**src/logic/init_seq_pkg.sv**
```systemverilog
// Purpose: Shared constants for the converter power-up and reset sequencer.
// Assumes: One 10 MHz clock that stands in for the sampling clock.
// Notes:   The reset pulse count is derived from its time and the clock rate.
package init_seq_pkg;

	localparam int unsigned CLK_HZ             = 10_000_000;
	localparam int unsigned CAL_CYCLES         = 200_000;
	localparam int unsigned CAL_W              = 18;
	localparam int unsigned FUSE_WORDS         = 4;
	localparam int unsigned FUSE_IDX_W         = 2;
	localparam int unsigned REG_W              = 8;
	localparam int unsigned RESET_PULSE_NS     = 1_000;
	localparam int unsigned CLK_PERIOD_NS      = 1_000_000_000 / CLK_HZ;
	localparam int unsigned RESET_PULSE_CYCLES =
		(RESET_PULSE_NS + CLK_PERIOD_NS - 1) / CLK_PERIOD_NS;
	localparam int unsigned PULSE_W            = 4;

	localparam logic [7:0] SW_RESET_ADDR = 8'h00;
	localparam int unsigned SW_RESET_BIT = 0;
	localparam logic [7:0] REG0_RESET    = 8'h00;

	typedef enum logic [1:0] {
		ST_HOLD  = 2'b00,
		ST_FUSE  = 2'b01,
		ST_CAL   = 2'b11,
		ST_READY = 2'b10
	} seq_state_e;

endpackage

```
**src/logic/fuse_loader.sv**
```systemverilog
// Purpose: Walks the fuse words into the default register image.
// Assumes: Same clock as the sequencer; start is a one-cycle pulse.
// Notes:   Done pulses one cycle after the last word is written.
`timescale 1ns/1ps
module fuse_loader (
	input  wire logic                                       i_mclk,
	input  wire logic                                       i_rstn,
	input  wire logic                                       i_start,
	output logic [init_seq_pkg::FUSE_IDX_W-1:0]             o_index,
	output logic                                            o_we,
	output logic                                            o_done
);
	import init_seq_pkg::*;

	logic busy_reg;

	always_ff @(posedge i_mclk or negedge i_rstn) begin
		if (!i_rstn) begin
			busy_reg <= 1'b0;
			o_index  <= '0;
			o_done   <= 1'b0;
		end else begin
			o_done <= 1'b0;
			if (i_start) begin
				busy_reg <= 1'b1;
				o_index  <= '0;
			end else if (busy_reg) begin
				if (o_index == FUSE_IDX_W'(FUSE_WORDS - 1)) begin
					busy_reg <= 1'b0;
					o_done   <= 1'b1;
				end else begin
					o_index <= o_index + 1'b1;
				end
			end
		end
	end

	assign o_we = busy_reg;

endmodule // fuse_loader

```
**src/logic/adc_init_reset_sequencer.sv**
```systemverilog
// Purpose: Power-up and reset sequencing: reset pin, fuse load, calibration, soft reset.
// Assumes: Pin inputs are asynchronous; the SPI write strobe is on this clock.
// Notes on behaviour
// (RULE_01) Host waits 2 ms before strapping reference.
// (RULE_02) Host sets reference pin, clock before reset.
// (RULE_03) Host pulses reset high to default registers.
// (RULE_04) Reset release loads fuses, then starts calibration.
// (RULE_05) Calibration lasts 200000 sampling-clock cycles.
// (RULE_06) Host waits 200000 cycles before serial programming.
// (RULE_07) Defaults restorable by pin pulse or command.
// (RULE_08) Writing one to bit 0, address 0 resets.
// (RULE_09) Soft reset bit clears itself afterwards.
// (RULE_10) Host keeps reset pin low during soft reset.
// (RULE_11) Host keeps sampling clock running through calibration.
`timescale 1ns/1ps
module adc_init_reset_sequencer (
	input  wire logic                                  i_mclk,
	input  wire logic                                  i_rstn,
	input  wire logic                                  i_reset_pin,
	input  wire logic                                  i_reference_buffer_select_pin,
	input  wire logic                                  i_wr_en,
	input  wire logic [7:0]                            i_wr_addr,
	input  wire logic [init_seq_pkg::REG_W-1:0]        i_wr_data,
	input  wire logic [init_seq_pkg::REG_W-1:0]        i_fuse_data,
	output logic [init_seq_pkg::FUSE_IDX_W-1:0]        o_fuse_index,
	output logic [init_seq_pkg::REG_W*init_seq_pkg::FUSE_WORDS-1:0] o_defaults,
	output logic                                       o_defaults_we,
	output logic                                       o_reg_clear,
	output logic                                       o_sw_reset_bit,
	output logic                                       o_ref_select,
	output logic                                       o_cal_busy,
	output logic                                       o_ready
);
	import init_seq_pkg::*;

	logic             rst_meta_reg, rst_sync_reg;
	logic             ref_meta_reg, ref_sync_reg;
	logic             sw_req;
	logic             fuse_start_reg;
	logic             fuse_done;
	logic             fuse_we;
	logic             load_we;
	logic             restart;
	logic [CAL_W-1:0] cal_cnt_reg;
	seq_state_e       state_reg, state_next;

	function automatic logic is_sw_reset(input logic en, input logic [7:0] addr,
		input logic [REG_W-1:0] data);
		return en && (addr == SW_RESET_ADDR) && data[SW_RESET_BIT];
	endfunction

	// Both pins pass two flops; only the second flop of each is read by the logic.
	always_ff @(posedge i_mclk or negedge i_rstn) begin
		if (!i_rstn) begin
			rst_meta_reg <= 1'b0;
			rst_sync_reg <= 1'b0;
			ref_meta_reg <= 1'b0;
			ref_sync_reg <= 1'b0;
		end else begin
			rst_meta_reg <= i_reset_pin;
			rst_sync_reg <= rst_meta_reg;
			ref_meta_reg <= i_reference_buffer_select_pin;
			ref_sync_reg <= ref_meta_reg;
		end
	end

	// The strap level is sampled while reset is held; it must be stable by then.
	always_ff @(posedge i_mclk or negedge i_rstn) begin
		if (!i_rstn) begin
			o_ref_select <= 1'b0;
		end else if (rst_sync_reg) begin
			o_ref_select <= ref_sync_reg; // RULE_02
		end
	end

	// Commands are ignored while the pin reset is high; the host keeps it low.
	assign sw_req = is_sw_reset(i_wr_en, i_wr_addr, i_wr_data) && !rst_sync_reg; // RULE_08 RULE_10
	assign restart = rst_sync_reg || sw_req;

	// A done pulse that meets the new start belongs to a cut run and is ignored.
	always_comb begin
		state_next = state_reg;
		case (state_reg)
			ST_HOLD:  if (!rst_sync_reg) state_next = ST_FUSE;
			ST_FUSE:  if (fuse_done && !fuse_start_reg) state_next = ST_CAL; // RULE_04
			ST_CAL:   if (cal_cnt_reg == CAL_W'(CAL_CYCLES - 1)) state_next = ST_READY;
			ST_READY: state_next = ST_READY;
			default:  state_next = ST_HOLD;
		endcase
		if (restart) begin
			state_next = ST_HOLD; // RULE_07
		end
	end

	always_ff @(posedge i_mclk or negedge i_rstn) begin
		if (!i_rstn) begin
			state_reg <= ST_HOLD;
		end else begin
			state_reg <= state_next;
		end
	end

	// The start is a single pulse on the step from HOLD into FUSE.
	always_ff @(posedge i_mclk or negedge i_rstn) begin
		if (!i_rstn) begin
			fuse_start_reg <= 1'b0;
		end else begin
			fuse_start_reg <= (state_reg == ST_HOLD) && (state_next == ST_FUSE); // RULE_04
		end
	end

	fuse_loader fuse_loader_inst (
		.i_mclk  (i_mclk),
		.i_rstn  (i_rstn),
		.i_start (fuse_start_reg),
		.o_index (o_fuse_index),
		.o_we    (fuse_we),
		.o_done  (fuse_done)
	);

	// Byte k of the default image is taken from fuse word k.
	always_ff @(posedge i_mclk or negedge i_rstn) begin
		if (!i_rstn) begin
			o_defaults <= '0;
		end else if (load_we) begin
			o_defaults[o_fuse_index*REG_W +: REG_W] <= i_fuse_data; // RULE_04
		end
	end

	// A loader still busy from a cut run is masked until the new start resets its index.
	assign load_we       = fuse_we && (state_reg == ST_FUSE) && !fuse_start_reg;
	assign o_defaults_we = load_we;

	// The count restarts from zero every time calibration is entered.
	always_ff @(posedge i_mclk or negedge i_rstn) begin
		if (!i_rstn) begin
			cal_cnt_reg <= '0;
		end else if (state_reg == ST_CAL) begin
			cal_cnt_reg <= cal_cnt_reg + 1'b1; // RULE_05
		end else begin
			cal_cnt_reg <= '0;
		end
	end

	// The bit reads one for exactly the cycle of the clear, then drops by itself.
	always_ff @(posedge i_mclk or negedge i_rstn) begin
		if (!i_rstn) begin
			o_sw_reset_bit <= REG0_RESET[SW_RESET_BIT];
			o_reg_clear    <= 1'b1;
		end else begin
			o_sw_reset_bit <= sw_req; // RULE_09
			o_reg_clear    <= restart; // RULE_07 RULE_08
		end
	end

	assign o_cal_busy = (state_reg == ST_CAL);
	assign o_ready    = (state_reg == ST_READY); // RULE_06

	// Checks on the sequence; each names the rule that it guards.
	a_cal_length: assert property (@(posedge i_mclk) disable iff (!i_rstn) // RULE_05
		(state_reg == ST_CAL && cal_cnt_reg == CAL_W'(CAL_CYCLES - 1) && !rst_sync_reg && !sw_req)
		|=> o_ready)
		else $error("calibration did not end at its count");
	a_cal_not_early: assert property (@(posedge i_mclk) disable iff (!i_rstn) // RULE_05
		$rose(o_ready) |-> $past(cal_cnt_reg) == CAL_W'(CAL_CYCLES - 1))
		else $error("ready rose before full calibration");
	a_fuse_before_cal: assert property (@(posedge i_mclk) disable iff (!i_rstn) // RULE_04
		$rose(o_cal_busy) |-> $past(fuse_done))
		else $error("calibration started without fuse load");
	a_release_loads: assert property (@(posedge i_mclk) disable iff (!i_rstn) // RULE_04
		(state_reg == ST_HOLD && !rst_sync_reg && !sw_req) |=> fuse_start_reg)
		else $error("reset release did not start fuse load");
	a_sw_clears: assert property (@(posedge i_mclk) disable iff (!i_rstn) // RULE_08
		sw_req |=> o_reg_clear && state_reg == ST_HOLD)
		else $error("soft reset did not clear registers");
	a_bit_selfclear: assert property (@(posedge i_mclk) disable iff (!i_rstn) // RULE_09
		(sw_req ##1 !sw_req) |=> !o_sw_reset_bit)
		else $error("soft reset bit stuck high");
	a_pin_resets: assert property (@(posedge i_mclk) disable iff (!i_rstn) // RULE_07
		rst_sync_reg |=> o_reg_clear && !o_ready && !o_cal_busy)
		else $error("pin reset did not hold sequencer");
	a_ready_holds: assert property (@(posedge i_mclk) disable iff (!i_rstn) // RULE_06
		(o_ready && !rst_sync_reg && !sw_req) |=> o_ready)
		else $error("ready dropped without reset");
	a_sw_bit_pulse: assert property (@(posedge i_mclk) disable iff (!i_rstn) // RULE_09
		sw_req |=> o_sw_reset_bit)
		else $error("soft reset bit did not read one");
	a_sw_refused: assert property (@(posedge i_mclk) disable iff (!i_rstn) // RULE_10
		(i_wr_en && rst_sync_reg) |=> !o_sw_reset_bit)
		else $error("soft reset taken while pin reset high");
	a_clear_release: assert property (@(posedge i_mclk) disable iff (!i_rstn) // RULE_07
		!restart |=> !o_reg_clear)
		else $error("register clear held without reset");
	a_ref_capture: assert property (@(posedge i_mclk) disable iff (!i_rstn) // RULE_02
		rst_sync_reg |=> o_ref_select == $past(ref_sync_reg))
		else $error("strap not captured during reset");
	a_ref_hold: assert property (@(posedge i_mclk) disable iff (!i_rstn) // RULE_02
		!rst_sync_reg |=> $stable(o_ref_select))
		else $error("strap changed outside reset");

	a_load_from_zero: assert property (@(posedge i_mclk) disable iff (!i_rstn) // RULE_04
		$rose(o_defaults_we) |-> o_fuse_index == '0)
		else $error("fuse load did not start at word zero");
	a_defaults_hold: assert property (@(posedge i_mclk) disable iff (!i_rstn) // RULE_04
		!o_defaults_we |=> $stable(o_defaults))
		else $error("default image changed outside fuse load");
	a_fuse_then_cal: assert property (@(posedge i_mclk) disable iff (!i_rstn) // RULE_04
		(load_we && o_fuse_index == FUSE_IDX_W'(FUSE_WORDS - 1) && !restart) ##1 !restart
		|=> o_cal_busy)
		else $error("calibration did not follow the last fuse word");
	a_cal_counts: assert property (@(posedge i_mclk) disable iff (!i_rstn) // RULE_05
		(o_cal_busy && !restart && cal_cnt_reg != CAL_W'(CAL_CYCLES - 1))
		|=> (o_cal_busy && cal_cnt_reg == $past(cal_cnt_reg) + 1'b1))
		else $error("calibration count skipped a cycle");
	a_cal_start_zero: assert property (@(posedge i_mclk) disable iff (!i_rstn) // RULE_05
		$rose(o_cal_busy) |-> cal_cnt_reg == '0)
		else $error("calibration count did not start at zero");

	c_power_up: cover property (@(posedge i_mclk) disable iff (!i_rstn) $rose(o_ready));
	c_fuse_load: cover property (@(posedge i_mclk) disable iff (!i_rstn) $rose(o_defaults_we));
	c_ref_low: cover property (@(posedge i_mclk) disable iff (!i_rstn)
		rst_sync_reg && !ref_sync_reg);
	c_sw_reset: cover property (@(posedge i_mclk) disable iff (!i_rstn) o_ready && sw_req);
	c_pin_in_cal: cover property (@(posedge i_mclk) disable iff (!i_rstn) o_cal_busy && rst_sync_reg);

endmodule // adc_init_reset_sequencer

```
**config.mk**
```make
export PLATFORM = sky130hd
export DESIGN_NAME = adc_init_reset_sequencer
export DESIGN_NICKNAME = d
export VERILOG_FILES = /design/src/logic/init_seq_pkg.sv /design/src/logic/fuse_loader.sv /design/src/logic/adc_init_reset_sequencer.sv
export SDC_FILE = /design/constraint.sdc
export NUM_CORES = 1
export LEC_CHECK = 0
export ABC_AREA = 1
export CELL_PAD_IN_SITES_DETAIL_PLACEMENT = 0
export CELL_PAD_IN_SITES_GLOBAL_PLACEMENT = 1
export CORE_MARGIN = 2
export CORE_UTILIZATION = 44
export CTS_BUF_LIST = sky130_fd_sc_hd__clkbuf_8
export CTS_CLUSTER_DIAMETER = 50
export DETAILED_ROUTE_END_ITERATION = 16
export DONT_BUFFER_PORTS = 1
export GPL_TIMING_DRIVEN = 0
export PLACE_DENSITY_LB_ADDON = 0.1
export SLEW_MARGIN = 10
export SYNTH_ARGS = -nofsm -noshare
export SYNTH_HDL_FRONTEND = slang
export SYNTH_HIERARCHICAL = 1
export SYNTH_SLANG_ARGS = --single-unit
export TNS_END_PERCENT = 100
```
**constraint.sdc**
```tcl
create_clock -name i_mclk -period 1.7 [get_ports i_mclk]
set_input_delay 0.17 -clock i_mclk [delete_from_list [all_inputs] [get_ports i_mclk]]
set_output_delay 0.17 -clock i_mclk [all_outputs]
set_load 0.05 [all_outputs]
```
==> results of run 1 <==
## cells by family after synthesis
group | count (synthesis) | synth area share (%)
compound gates | 49 | 8.24
fa+ha+maj | 7 | 2.88
buf+inv | 47 | 6.67
flops | 64 | 52.8
mux | 1 | 0.371
simple gates | 194 | 29.1
## worst register-to-register path, cell delays in order, from the launching register on
cell	delay, ns
dfrtp_4	0.61
buf_8	0.18
inv_8	0.06
ha_4	0.14
inv_4	0.04
nor3_4	0.33
nand3_1	0.15
nand2_1	0.09
## final cells by class
cell class | instances | share of cell area, %
sequential | 64 | 44.3
multi-input combinational | 251 | 35.7
timing repair buffer | 17 | 4.97
inverter | 42 | 4.73
clock buffer | 11 | 4.17
tap | 80 | 2.76
clock inverter | 5 | 1.72
buffer | 5 | 1.66
## synth_stat cells
master / n
a21oi_1: 9
buf_4: 1
buf_6: 3
clkbuf_1: 1
dfrtp_1: 63
dfstp_2: 1
ha_1: 7
inv_1: 38
inv_2: 4
mux2_2: 1
nand2_1: 84
nand2_2: 1
nand3_1: 42
nand4_1: 5
nand4_4: 1
nor2_1: 42
nor2_2: 5
nor2_4: 5
nor3_1: 6
nor3_2: 1
nor3b_1: 1
o21ai_0: 8
o21ai_1: 30
o21bai_1: 2
or2_2: 1
## path summary, 6_finish.rpt
kind                                             start                     endpoint  slack, ns  cells after the start
max                        fuse_loader_inst/o_index[0]                o_defaults[0]       0.05                      7
min                                       i_wr_addr[0]               o_sw_reset_bit       0.03                      3
max reg2reg                fuse_loader_inst/o_index[0]                o_defaults[0]       0.05                      7
min reg2reg                               ref_meta_reg                 ref_sync_reg       0.35                      0
max in group asynchronous                       i_rstn                  o_reg_clear       1.03                      2
min in group asynchronous                       i_rstn  fuse_loader_inst/o_index[0]       0.38                      2
## metrics by stage
step                worst slack (ns)  std cells  setup TNS (ns)  utilization, %  power, uW
global placement              -0.231        442           -4.72            47.0       4850
CTS                          0.00389        474               0            53.4       6540
floorplan                    -0.0242        362          -0.193               -       4530
detailed placement            -0.265        442           -5.97            47.0       4890
global route                 -0.0353        475          -0.111            54.0       6930
finish                        0.0532        475               0            54.0       6560
## report_power, final
group / internal, uW / switching (uW)
Combinational: 565 / 1020
Sequential: 1910 / 1670
Clock: 768 / 632
## metal layers
metal  global-route usage, %  up-vias
li1                        -     1229
met1                    25.3     1144
met2                    35.3       46
met3                    5.31        8
met4                    6.71        0
met5                       0        -
## placed cells by master, fill, tap and decap left out, types with 3 or more instances in the layout
cell type	Yosys	layout
nor2_4	5	7
buf_6	3	4
dfrtp_1	63	61
a21oi_1	9	9
clkbuf_8	0	11
buf_4	1	3
nand4_1	5	5
nor2_1	42	39
ha_1	7	5
o21ai_1	30	30
inv_2	4	7
dlygate4sd3_1	0	13
nand2_1	84	83
clkinvlp_4	0	3
nand3_1	42	40
nor3_1	6	6
o21ai_0	8	8
inv_1	38	32
nor2_2	5	6
## repair_timing
| item | 4_1_cts | 5_1_grt |
|---|---|---|
| hold endpoints to repair | 83 | 0 |
| endpoints found under the setup margin | 34 | 18 |
| gates resized for setup | 13 | 10 |
| pin swaps | 3 | 7 |
| hold buffers | 14 | 0 |
| setup buffers | 2 | 1 |
==> impl_metrics.tcl, run 1 <==
set metrics [dict create \
    dp.final_hpwl_mm 4.93 \
    cts_max_level 3 \
    drt-met1-wl_mm 3.13 \
    gate_count_post_synth 362 \
    syn_area_sq_um 3040 \
    fillerInstances 613 \
    routed_wire_length_per_instance_um 15.1 \
    top_layer_used "met4" \
    drt_pass1_iterations 4 \
    cts_buffer_depth 2 \
    min_period_over_period_pct 96.9 \
    netlist.top_cell.by_area "dfrtp_1" \
    finalHoldViolCount 0 \
    nNetsFinal 426 \
    sum_of_overflow_across_all_layers_after_global_routing 0 \
    detail_route.vias_per_cell 5.11 \
    vdd_ir_drop_max_mv 0.917 \
    syn2layout_area_growth_pct 19.4 \
    core_sq_um 6720 \
    pin_count 69 \
    yosys.area.top_type_share_pct 51.9 \
    die_width_um 87.1 \
    fin_hold_ws_ns 0.0271 \
    detailroute.wirelength.met3_um 332 \
    synth.ff_latch_count 64 \
    clk_transition_reported_paths_ns 0.08 \
    placed_area_sq_um 3160 \
    timing.clock.skew_ns 0.00790 \
    hold_class "in2reg" \
    timing.critical_path.slowest_cell_delay_ns 0.61 \
    post-route-drc-count 0 \
    post_route_cells_drive_above_1_share_pct 15.4 \
    synth.net_count 398 \
    effective_utilization_at_floorplan_pct 45.2 \
    area.sequential_sq_um 1610 \
    critical_path_buf_inv_count 3 \
    worst_ep_required_time_ns 1.98 \
    placementRows 30 \
    routed-via-count 2427 \
    status "completed" \
    via_count_of_the_first_global_routing_pass 2488 \
    dieArea_sq_um 7580 \
    met2RoutedLength_mm 3.61 \
    numClockSinks 64 \
    antenna-diode-count 0 \
    ys.warnings.count 6 \
    gp_congestion 0.793 \
    static-leakage-power_uw 0.00170 \
    worstSkewPairLatency_ns 0.34 \
    cts-root-buf "clkbuf_8" \
    antenna_found_initial 0 \
    final_design_area_no_fill_sq_um 3630 \
    io_buffers 0 \
    first_iter_violations 105 \
    cp_launch_type "flop" \
    worst_pin_slew_ns 0.591 \
    routed_wirelength_mm 7.18 \
    grt_max_degree 65 \
    finalSetupViolCount 0 \
    critPathCaptureType "flop" \
    crit_chain "buf_8 -> inv_8 -> ha_4 -> inv_4 -> nor3_4 -> nand3_1 -> nand2_1" \
    slew_viol_final 0 \
    synth.area.top_cells "dfrtp_1, nand2_1, nand3_1" \
    antenna_left 0 \
    cts_made_buffers 9 \
    tritoncts "done" \
    ys_seq_area_share_pct 52.8 \
    critPathMaxFanout 8 \
    synth.avg_cell_area_sq_um 8.39 \
    first_pass_grt_wire_length_mm 11.9 \
    track_usage_pct 20.6 \
    largest_reg_flops 32 \
    power_density_nw_per_um2 1810 \
    chipHeight_um 87.1 \
    cp.arrival_ns 1.93 \
    timing_worst_setup_path_type "reg2reg" \
    maxClockFrequency_mhz 607 \
    critical_path.top_delay_family "flip-flops" \
    slew_headroom_pct 60.6 \
    rsz_0062_raised_after_global_routing "true" \
    timing.max_cap.violations 0 \
    yosys.cell_types.count 25 \
    min_period_ns 1.65 \
    multi_input_area_sq_um 1290 \
    worst_path_cell_with_the_longest_stage_delay "dfrtp_4" \
]
No activity file was read; power rests on OpenSTA's default activity.
==> run 2, diff against run 1 <==
--- a/config.mk
+++ b/config.mk
@@ -9,8 +9,8 @@
 export CELL_PAD_IN_SITES_DETAIL_PLACEMENT = 0
 export CELL_PAD_IN_SITES_GLOBAL_PLACEMENT = 1
+export CORE_ASPECT_RATIO = 0.7
 export CORE_MARGIN = 2
 export CORE_UTILIZATION = 44
 export CTS_BUF_LIST = sky130_fd_sc_hd__clkbuf_8
-export CTS_CLUSTER_DIAMETER = 50
 export DETAILED_ROUTE_END_ITERATION = 16
 export DONT_BUFFER_PORTS = 1
==> constraint.sdc (replaced) <==
create_clock -name i_mclk -period 1.7 [get_ports i_mclk]
set_input_delay 0.17 -clock i_mclk [delete_from_list [all_inputs] [get_ports i_mclk]]
set_output_delay 0.17 -clock i_mclk [all_outputs]
set_load 0.005 [all_outputs]
==> run 2 against run 1 <==
Sequential share of layout area decreased by 0.32 points. Critical path depth unchanged. Via count is 1.4% higher.
==> impl_metrics.tcl, run 2 (synthesized netlist as in run 1, its figures left out) <==
set metrics [dict create \
    slew_viol_final 0 \
    io_buffers 0 \
    r2r_cells 7 \
    area.sequential_sq_um 1600 \
    most-common-layout-cells "nand2_1, dfrtp_1, nand3_1" \
    status "completed" \
    dp_slack_ns -0.313 \
    routed_wire_length_per_instance_um 14.3 \
    track_usage_pct 20.4 \
    min_period_ns 1.58 \
    cp_launch_type "flop" \
    timing_worst_setup_path_type "reg2reg" \
    critPathCaptureType "flop" \
    reg2reg_slack_ns 0.12 \
    power_density_nw_per_um2 1450 \
    gp_congestion 0.832 \
    multi_input_area_sq_um 1270 \
    tritoncts "done" \
    hold_class "in2reg" \
    routed-via-count 2462 \
    rsz_0062_raised_after_global_routing "true" \
    finalSetupViolCount 0 \
    post-route-drc-count 0 \
    via_count_of_the_first_global_routing_pass 2272 \
    dp.final_hpwl_mm 5.02 \
    cts_buffer_depth 2 \
    nNetsFinal 431 \
    holdCritStartpoint "i_wr_data[0]" \
    fin_hold_ws_ns 0.0183 \
    whs_endpoint "o_sw_reset_bit" \
    static-leakage-power_uw 0.00174 \
    totalNegativeSetupSlack_ns 0 \
    antenna-diode-count 0 \
    antenna_found_initial 0 \
    detail_route.vias_per_cell 4.98 \
    die_width_um 103 \
    critPathMaxFanout 8 \
    setup_ws_ns 0.124 \
    first_pass_grt_wire_length_mm 11.5 \
    routed_wirelength_mm 7.06 \
    cts_max_level 3 \
    chipHeight_um 73.5 \
    worst_path_cell_with_the_longest_stage_delay "dfrtp_2" \
    crit_chain "clkbuf_8 -> inv_2 -> ha_1 -> clkinvlp_4 -> buf_4 -> o21ai_1 -> nand2_1" \
    most_common_cell_after_layout_fill_and_taps_aside "nand2_1" \
    effective_utilization_at_floorplan_pct 45.2 \
    maxClockFrequency_mhz 635 \
    worst_ep_required_time_ns 1.92 \
    vdd_ir_drop_max_mv 0.588 \
    drt_pass1_iterations 4 \
    largest_reg_flops 32 \
    dieArea_sq_um 7600 \
    slew_headroom_pct 77.5 \
    timing.rr.end "o_defaults[17]" \
    post_route_cells_drive_above_1_share_pct 14.8 \
    fillerInstances 647 \
    pin_count 69 \
    placementRows 25 \
    worst_pin_slew_ns 0.338 \
    worstSkewPairLatency_ns 0.34 \
    min_period_over_period_pct 92.7 \
    clk_transition_reported_paths_ns 0.08 \
    antenna_left 0 \
    cp.arrival_ns 1.80 \
    timing.critical_path.slowest_cell_delay_ns 0.50 \
    numClockSinks 64 \
    finalHoldViolCount 0 \
    sum_of_overflow_across_all_layers_after_global_routing 0 \
    rr_startpoint "fuse_loader_inst/o_index[0]" \
    syn2layout_area_growth_pct 20.0 \
    timing.max_cap.violations 0 \
    cts-root-buf "clkbuf_8" \
    timing.clock.skew_ns 0.0114 \
    hold_depth 2 \
    first_iter_violations 142 \
    grt_max_degree 65 \
    cts_made_buffers 9 \
    core_sq_um 6730 \
]
-- run 2: changes by cell type in the layout (fill, tap and decap cells not counted), sizes merged --
| cell | before | now |
|---|---|---|
| buf | 9 | 14 |
| bufinv | 1 | 2 |
| dlygate4sd3 | 13 | 12 |
| inv | 43 | 42 |
| clkinv | 0 | 1 |
-- run 2: worst max-delay path: cells and delay by family, from the launching register on --
kind	cells	cell delay, ns
AOI/OAI and AO/OA	1	0.12
and+or+nand+nor	1	0.06
DFF	1	0.50
buffers and inverters	4	0.58
adders and majority gates	1	0.20
-- run 2: metrics by stage --
step	util, %	area, sq um	cells	total power, uW
2_1_floorplan	-	3050	362	3220
3_3_place_gp	47.1	3170	456	3550
3_5_place_dp	47.1	3170	456	3580
4_1_cts	53.3	3580	487	5250
5_1_grt	54.2	3640	494	5670
6_report	54.2	3640	494	5290
-- run 2: worst max path at each step --
| stage | startpoint | to | slack [ns] | cells past startpoint |
|---|---|---|---|---|
| global route | fuse_loader_inst/o_index[0] | o_defaults[28] | -0.003 | 6 |
| floorplan | fuse_loader_inst/o_index[0] | o_defaults[16] | 0.006 | 7 |
| detailed placement | fuse_loader_inst/o_index[0] | o_defaults[16] | -0.31 | 7 |
| global placement | fuse_loader_inst/o_index[0] | o_defaults[21] | -0.26 | 7 |
| CTS | fuse_loader_inst/o_index[0] | o_defaults[3] | 0.01 | 8 |
| finish | fuse_loader_inst/o_index[0] | o_defaults[17] | 0.12 | 7 |
-- run 2: layout make-up --
cell class,count,share of cell area (%)
clock inverters,6,2.30
repair buffers,22,6.01
well taps,94,3.23
clock buffers,10,3.78
inverters,42,4.43
multi-input cells,251,34.7
flip-flops and latches,64,44.0
plain buffers,5,1.51
-- run 2: report_power, final --
| part | switching, uW | internal [uW] |
|---|---|---|
| clock network | 593 | 858 |
| logic | 961 | 586 |
| registers | 366 | 1930 |
| total | 1920 | 3370 |
-- run 2: layer usage --
metal	up-vias	GRT usage [%]	part of all wire [%]
li1	1245	-	-
met1	1128	32.7	53
met2	85	24.2	37
met3	4	7.71	9.0
met4	0	6.87	0.78
met5	-	0	0
-- run 2: repair_timing --
action                                  CTS  global route
gates resized for setup                   7             4
endpoints found under the hold margin    83             0
hold buffers                             13             0
setup buffers                             2             7
pin swaps                                 2             3
endpoints found under the setup margin   32            20
